--- config.mk ---
export PLATFORM = sky130hd
export DESIGN_NAME = fiwt_timer
export DESIGN_NICKNAME = d
export VERILOG_FILES = /design/src/fiwt_timer.v
export VERILOG_INCLUDE_DIRS = /design/src
export SDC_FILE = /design/constraint.sdc
export NUM_CORES = 1
export LEC_CHECK = 0
export BUFFER_PORTS_ARGS = -buffer_cell sky130_fd_sc_hd__buf_2
export CAP_MARGIN = 30
export CORE_AREA = 2 2 85 87
export CTS_CLUSTER_SIZE = 20
export DETAILED_ROUTE_END_ITERATION = 8
export DIE_AREA = 0 0 87 89
export PLACE_DENSITY = 0.82
export SLEW_MARGIN = 25
export SYNTH_ARGS = -nofsm -noshare
export SYNTH_HDL_FRONTEND = slang
export SYNTH_SLANG_ARGS = --single-unit
--- constraint.sdc ---
create_clock -name clk_sys -period 5.1 [get_ports clk_sys]
set_clock_uncertainty 0.05 [all_clocks]
set_input_delay 0.765 -clock clk_sys [delete_from_list [all_inputs] [get_ports clk_sys]]
set_output_delay 0.765 -clock clk_sys [all_outputs]
set_load 0.02 [all_outputs]
--- src/fiwt_defines.vh ---
// Constants for the fixed-interval and watchdog timer block
`ifndef FIWT_DEFINES_VH
`define FIWT_DEFINES_VH

// ****************************************
// Time base
// ****************************************
`define FIWT_TB_W        64
`define FIWT_TB_ONE      64'h0000_0000_0000_0001
`define FIWT_TB_ZERO     64'h0000_0000_0000_0000

// ****************************************
// Selectable trigger bits (bit index in time base)
// ****************************************
`define FIWT_FIX_BIT0    9
`define FIWT_FIX_BIT1    13
`define FIWT_FIX_BIT2    17
`define FIWT_FIX_BIT3    21
// Watchdog taps kept low so a full expiry stays within a short run
`define FIWT_WDG_BIT0    11
`define FIWT_WDG_BIT1    13
`define FIWT_WDG_BIT2    15
`define FIWT_WDG_BIT3    17

// ****************************************
// Selection codes and reset types
// ****************************************
`define FIWT_SEL_W       2
`define FIWT_SEL_0       2'h0
`define FIWT_SEL_1       2'h1
`define FIWT_SEL_2       2'h2
`define FIWT_SEL_3       2'h3
`define FIWT_RST_W       2
`define FIWT_RST_NONE    2'h0

`endif

--- src/fiwt_timer.v ---
// Time base with fixed-interval and watchdog edge events
`timescale 1ns/10ps
`default_nettype none
`include "fiwt_defines.vh"

module fiwt_timer
(
   input  wire                     clk_sys,
   input  wire                     rst_b,
   input  wire                     ext_tick,
   input  wire                     use_ext_tick,
   input  wire [`FIWT_SEL_W-1:0]   fix_sel,
   input  wire [`FIWT_SEL_W-1:0]   wdg_sel,
   input  wire [`FIWT_RST_W-1:0]   wdg_rst_type,
   output reg  [`FIWT_TB_W-1:0]    time_base,
   output reg                      fixed_interval_event,
   output reg                      wdg_rst_req,
   output reg  [`FIWT_RST_W-1:0]   wdg_rst_req_type
);

   // ****************************************
   // Bit pick functions
   // ****************************************
   function pick_fix;
      input [`FIWT_TB_W-1:0]  tb;
      input [`FIWT_SEL_W-1:0] sel;
      begin
         case (sel)
            `FIWT_SEL_0: pick_fix = tb[`FIWT_FIX_BIT0];
            `FIWT_SEL_1: pick_fix = tb[`FIWT_FIX_BIT1];
            `FIWT_SEL_2: pick_fix = tb[`FIWT_FIX_BIT2];
            default:     pick_fix = tb[`FIWT_FIX_BIT3];
         endcase
      end
   endfunction

   function pick_wdg;
      input [`FIWT_TB_W-1:0]  tb;
      input [`FIWT_SEL_W-1:0] sel;
      begin
         case (sel)
            `FIWT_SEL_0: pick_wdg = tb[`FIWT_WDG_BIT0];
            `FIWT_SEL_1: pick_wdg = tb[`FIWT_WDG_BIT1];
            `FIWT_SEL_2: pick_wdg = tb[`FIWT_WDG_BIT2];
            default:     pick_wdg = tb[`FIWT_WDG_BIT3];
         endcase
      end
   endfunction

   // ****************************************
   // External tick synchroniser
   // ****************************************
   // Pin is asynchronous; edge detect reads the second stage and its delayed copy tick_last
   reg  tick_meta;
   reg  tick_sync;
   reg  tick_last;
   reg  sel_sync_meta;
   reg  sel_sync;
   wire tb_step;

   always @(posedge clk_sys or negedge rst_b)
   begin
      if (!rst_b)
      begin
         tick_meta     <= 1'b0;
         tick_sync     <= 1'b0;
         tick_last     <= 1'b0;
         sel_sync_meta <= 1'b0;
         sel_sync      <= 1'b0;
      end
      else
      begin
         tick_meta     <= ext_tick;
         tick_sync     <= tick_meta;
         tick_last     <= tick_sync;
         sel_sync_meta <= use_ext_tick;
         sel_sync      <= sel_sync_meta;
      end
   end

   // External source steps once per rising tick, else every clock
   assign tb_step = sel_sync ? (tick_sync & ~tick_last) : 1'b1;

   // ****************************************
   // Time base and edge detection
   // ****************************************
   reg  fix_prev;
   reg  wdg_prev;
   wire [`FIWT_TB_W-1:0] next_time_base;
   wire fix_now;
   wire wdg_now;

   assign next_time_base = time_base + `FIWT_TB_ONE;
   // Selected bit sampled from the freshly advanced value
   assign fix_now = pick_fix(next_time_base, fix_sel);
   assign wdg_now = pick_wdg(next_time_base, wdg_sel);

   always @(posedge clk_sys or negedge rst_b)
   begin
      if (!rst_b)
      begin
         time_base            <= `FIWT_TB_ZERO;
         fix_prev             <= 1'b0;
         wdg_prev             <= 1'b0;
         fixed_interval_event <= 1'b0;
         wdg_rst_req          <= 1'b0;
         wdg_rst_req_type     <= `FIWT_RST_NONE;
      end
      else
      begin
         fixed_interval_event <= 1'b0;
         wdg_rst_req          <= 1'b0;
         if (tb_step)
         begin
            time_base <= next_time_base;
            fix_prev  <= fix_now;
            wdg_prev  <= wdg_now;
            // Selection change may fake one edge; accepted as the simplest choice
            fixed_interval_event <= fix_now & ~fix_prev;
            if (wdg_now & ~wdg_prev)
            begin
               wdg_rst_req      <= 1'b1;
               wdg_rst_req_type <= wdg_rst_type;
            end
         end
      end
   end

endmodule
`default_nettype wire

==> flow_summary.toml <==
[cts]
clock-root-buffer = "clkbuf_8"
cts_sinks = 75
cts_setup_buffers = 0
path_clk_slew_ns = 0.08
cts-htree-levels = 3
cts_buffers = 9
cts_buffer_depth = 2
cts_tree = "done"
clkLatencyLatePin_ns = 0.36
ctsResizeCount = 0
postCtsHoldBufs = 0

[floorplanning]
die_h_microns = 89
row_count = 30
fp.dieArea_sq_mm = 0.00774
num_io_pins = 78
fp.dieW_microns = 87
core_area_sq_mm = 0.00672
start_util = 0.540

[synthesis]
synth_edf_count = 0
ys_ff_latch = 75
avgSynthCellArea_sq_um = 10.6
async_flop_share = 1.00
synth-main-ff-cell = "dfrtp_1"
yosys_warnings = 0
yosysMostFrequentCell = "dfrtp_1"
syn_nets = 354
synthXorXnorAreaFrac = 0.152
synthAdderAreaFrac = 0.00345
yosysTopAreaCellShare = 0.517
synthSimpleGateAreaFrac = 0.246
synth.cell_area_sq_mm = 0.00363
yosys.area.top_type = "dfrtp_1"
ys_seq_area_frac = 0.517
synthCells = 343
ys_types = 49
yosys-top-cells-count = "75 x dfrtp_1, 35 x xor2_1, 32 x nand2_1"
synth_top_family_by_area = "simple AND/OR/NAND/NOR gates"
synth_compound_area_frac = 0.0458
synth.area.top_cells = "dfrtp_1 52%, xor2_1 8.4%, xnor2_1 6.8%, nand2_1 3.3%, nand3_1 3.2%"
synth_mux_area_frac = 0.0117

[timing]
fin_crit_ns = 2.63
slew_headroom = 0.450
finalCritPeriodShare = 0.516
fin_setup_tns_ns = 0
setup_violations = 0
fmax_mhz = 380
hold_viol = 0
slew_violations = 0
worst_slew_pin_slew_ns = 0.819
rsz0062_at_grt = "no"

[grt]
grt_pass1_wl_microns = 13500
grt_remaining_overflow = 0
grt_pass1_vias = 2872
grt_max_degree = 76
track_usage = 0.226
antenna_found_initial = 0

[finish]
final_cell_count_no_fill = 508
final_core_util = 0.644
antenna_cells = 0
seq_area_sq_mm = 0.00188
areaGrowthSynthToFinish_pct = 19.1
nets = 434
stdcell_area_sq_mm = 0.00432
multiInputGateArea_sq_mm = 0.00167
drive_gt1_frac = 0.250
fill_cells = 534

[placed_design]
place_area_sq_mm = 0.00408
post-dp-hpwl_microns = 5750
io_buffers = 77
place.gp.congestion = 0.815
dp.cells = 492

[worst_setup_path]
startpoint = "time_base[2]"
critical_path_class = "register to register"
critical-path-top-delay-family = "simple AND/OR/NAND/NOR gates"
max_stage_delay_ns = 0.64
startpoint_type = "register"
crit_chain = "nand4_2 > or4_1 > nand4b_2 > nor4_1 > xor2_1"
crit_arrival_ns = 2.86
critPathSlowestCell = "or4_1"
crit_buf_inv = 0
end_kind = "register"
worstReg2RegStart = "time_base[2]"
cp.required_ns = 5.32
crit_fanout = 15

[min_path]
min-delay-path-class = "register to register"
hold_path_startpoint = "tick_meta"

[detailed_routing]
drt-total-wl_microns = 8210
vias = 2921
drt-initial-drc-count = 160
vias_per_cell = 5.75
remaining_drc_errors = 0
dr.pass1.iters = 5
wl_per_cell_microns = 16.2
ant_nets = 0

[power]
power.static_leakage_uw = 0.00222
power_density_mw_per_mm2 = 313
peakVddDrop_mv = 0.299

[flow_run]
cap_viol_max_count = 0

[status]
status = "complete, no violations"
-- logic make-up (layout without fill, tap and decap cells) --
logic type / after synthesis / count (layout)
mux: 4 / 4
flops: 75 / 75
simple gates: 157 / 157
buf+inv: 21 / 106
compound gates: 22 / 22
xor+xnor: 63 / 63
fa+ha+maj: 1 / 1
-- report_power, final --
part           total (uW)  leakage (uW)  switching, uW  internal, uW
Combinational         143       0.00108           87.4          55.8
Sequential            663       0.00102           39.8           623
Clock                 547      0.000119            223           324
-- through the flow --
stage	setup WS, ns	hold WS [ns]	total power (uW)
finish	2.47	0.306	1350
global route	2.23	0.308	1410
CTS	2.45	0.309	1360
detailed placement	2.54	0.290	818
global placement	2.62	0.282	812
floorplan	2.71	0.281	757
-- final timing paths --
kind | slack (ns) | endpoint | depth (start not counted)
max in group asynchronous | 4.08 | time_base[11] | 2
worst max register to register | 2.47 | time_base[57] | 5
worst min register to register | 0.31 | tick_sync | 0
worst max-delay path | 2.47 | time_base[57] | 5
min in group asynchronous | 0.46 | time_base[50] | 2
worst min-delay path | 0.31 | tick_sync | 0
-- state kept, by name (all words and copies together) (netlist names) --
| signal | count |
|---|---|
| time_base | 64 |
| wdg_rst_req_type | 2 |
| fix_prev | 1 |
| fixed_interval_event | 1 |
| sel_sync | 1 |
| sel_sync_meta | 1 |
| tick_last | 1 |
| tick_meta | 1 |
| tick_sync | 1 |
| wdg_prev | 1 |
| wdg_rst_req | 1 |
-- worst reg2reg max path, delay by kind of cell, from the launching register on --
kind | cells | cell delay [ns]
and+or+nand+nor | 4 | 1.86
DFF | 1 | 0.47
xor gates and xnor gates | 1 | 0.18
-- cells in the final DEF, fill, tap and decap left out, types with 3 or more instances in the layout --
cell       count
a21oi_1        3
xor2_1        35
and4_1         3
xnor2_1       28
nand4_1       18
nor4_1         5
or4_1          3
nand3_1       23
bufinv_16      3
buf_2         77
nand2_1       32
clkbuf_8       9
nor2_1        17
dfrtp_1       75
and2_1         4
nor3_2         3
and3_1         8
inv_1         12
o21ai_0        4
nor3_1        19
nor3b_1        8
o31ai_1        3
-- cell type report --
type / instances / share of cell area
flip-flops and latches: 75 / 0.434
multi-input cells: 247 / 0.385
repair buffers: 78 / 0.0917
clock buffers: 9 / 0.0286
clock inverters: 7 / 0.0269
well taps: 80 / 0.0231
inverters: 12 / 0.0104
-- routing by layer --
metal  GRT usage  part of all wire
met5           0                 0
met4      0.0838             0.015
met3      0.0637             0.074
met2       0.380              0.49
met1       0.279              0.42
No activity file was read; power rests on OpenSTA's default activity.
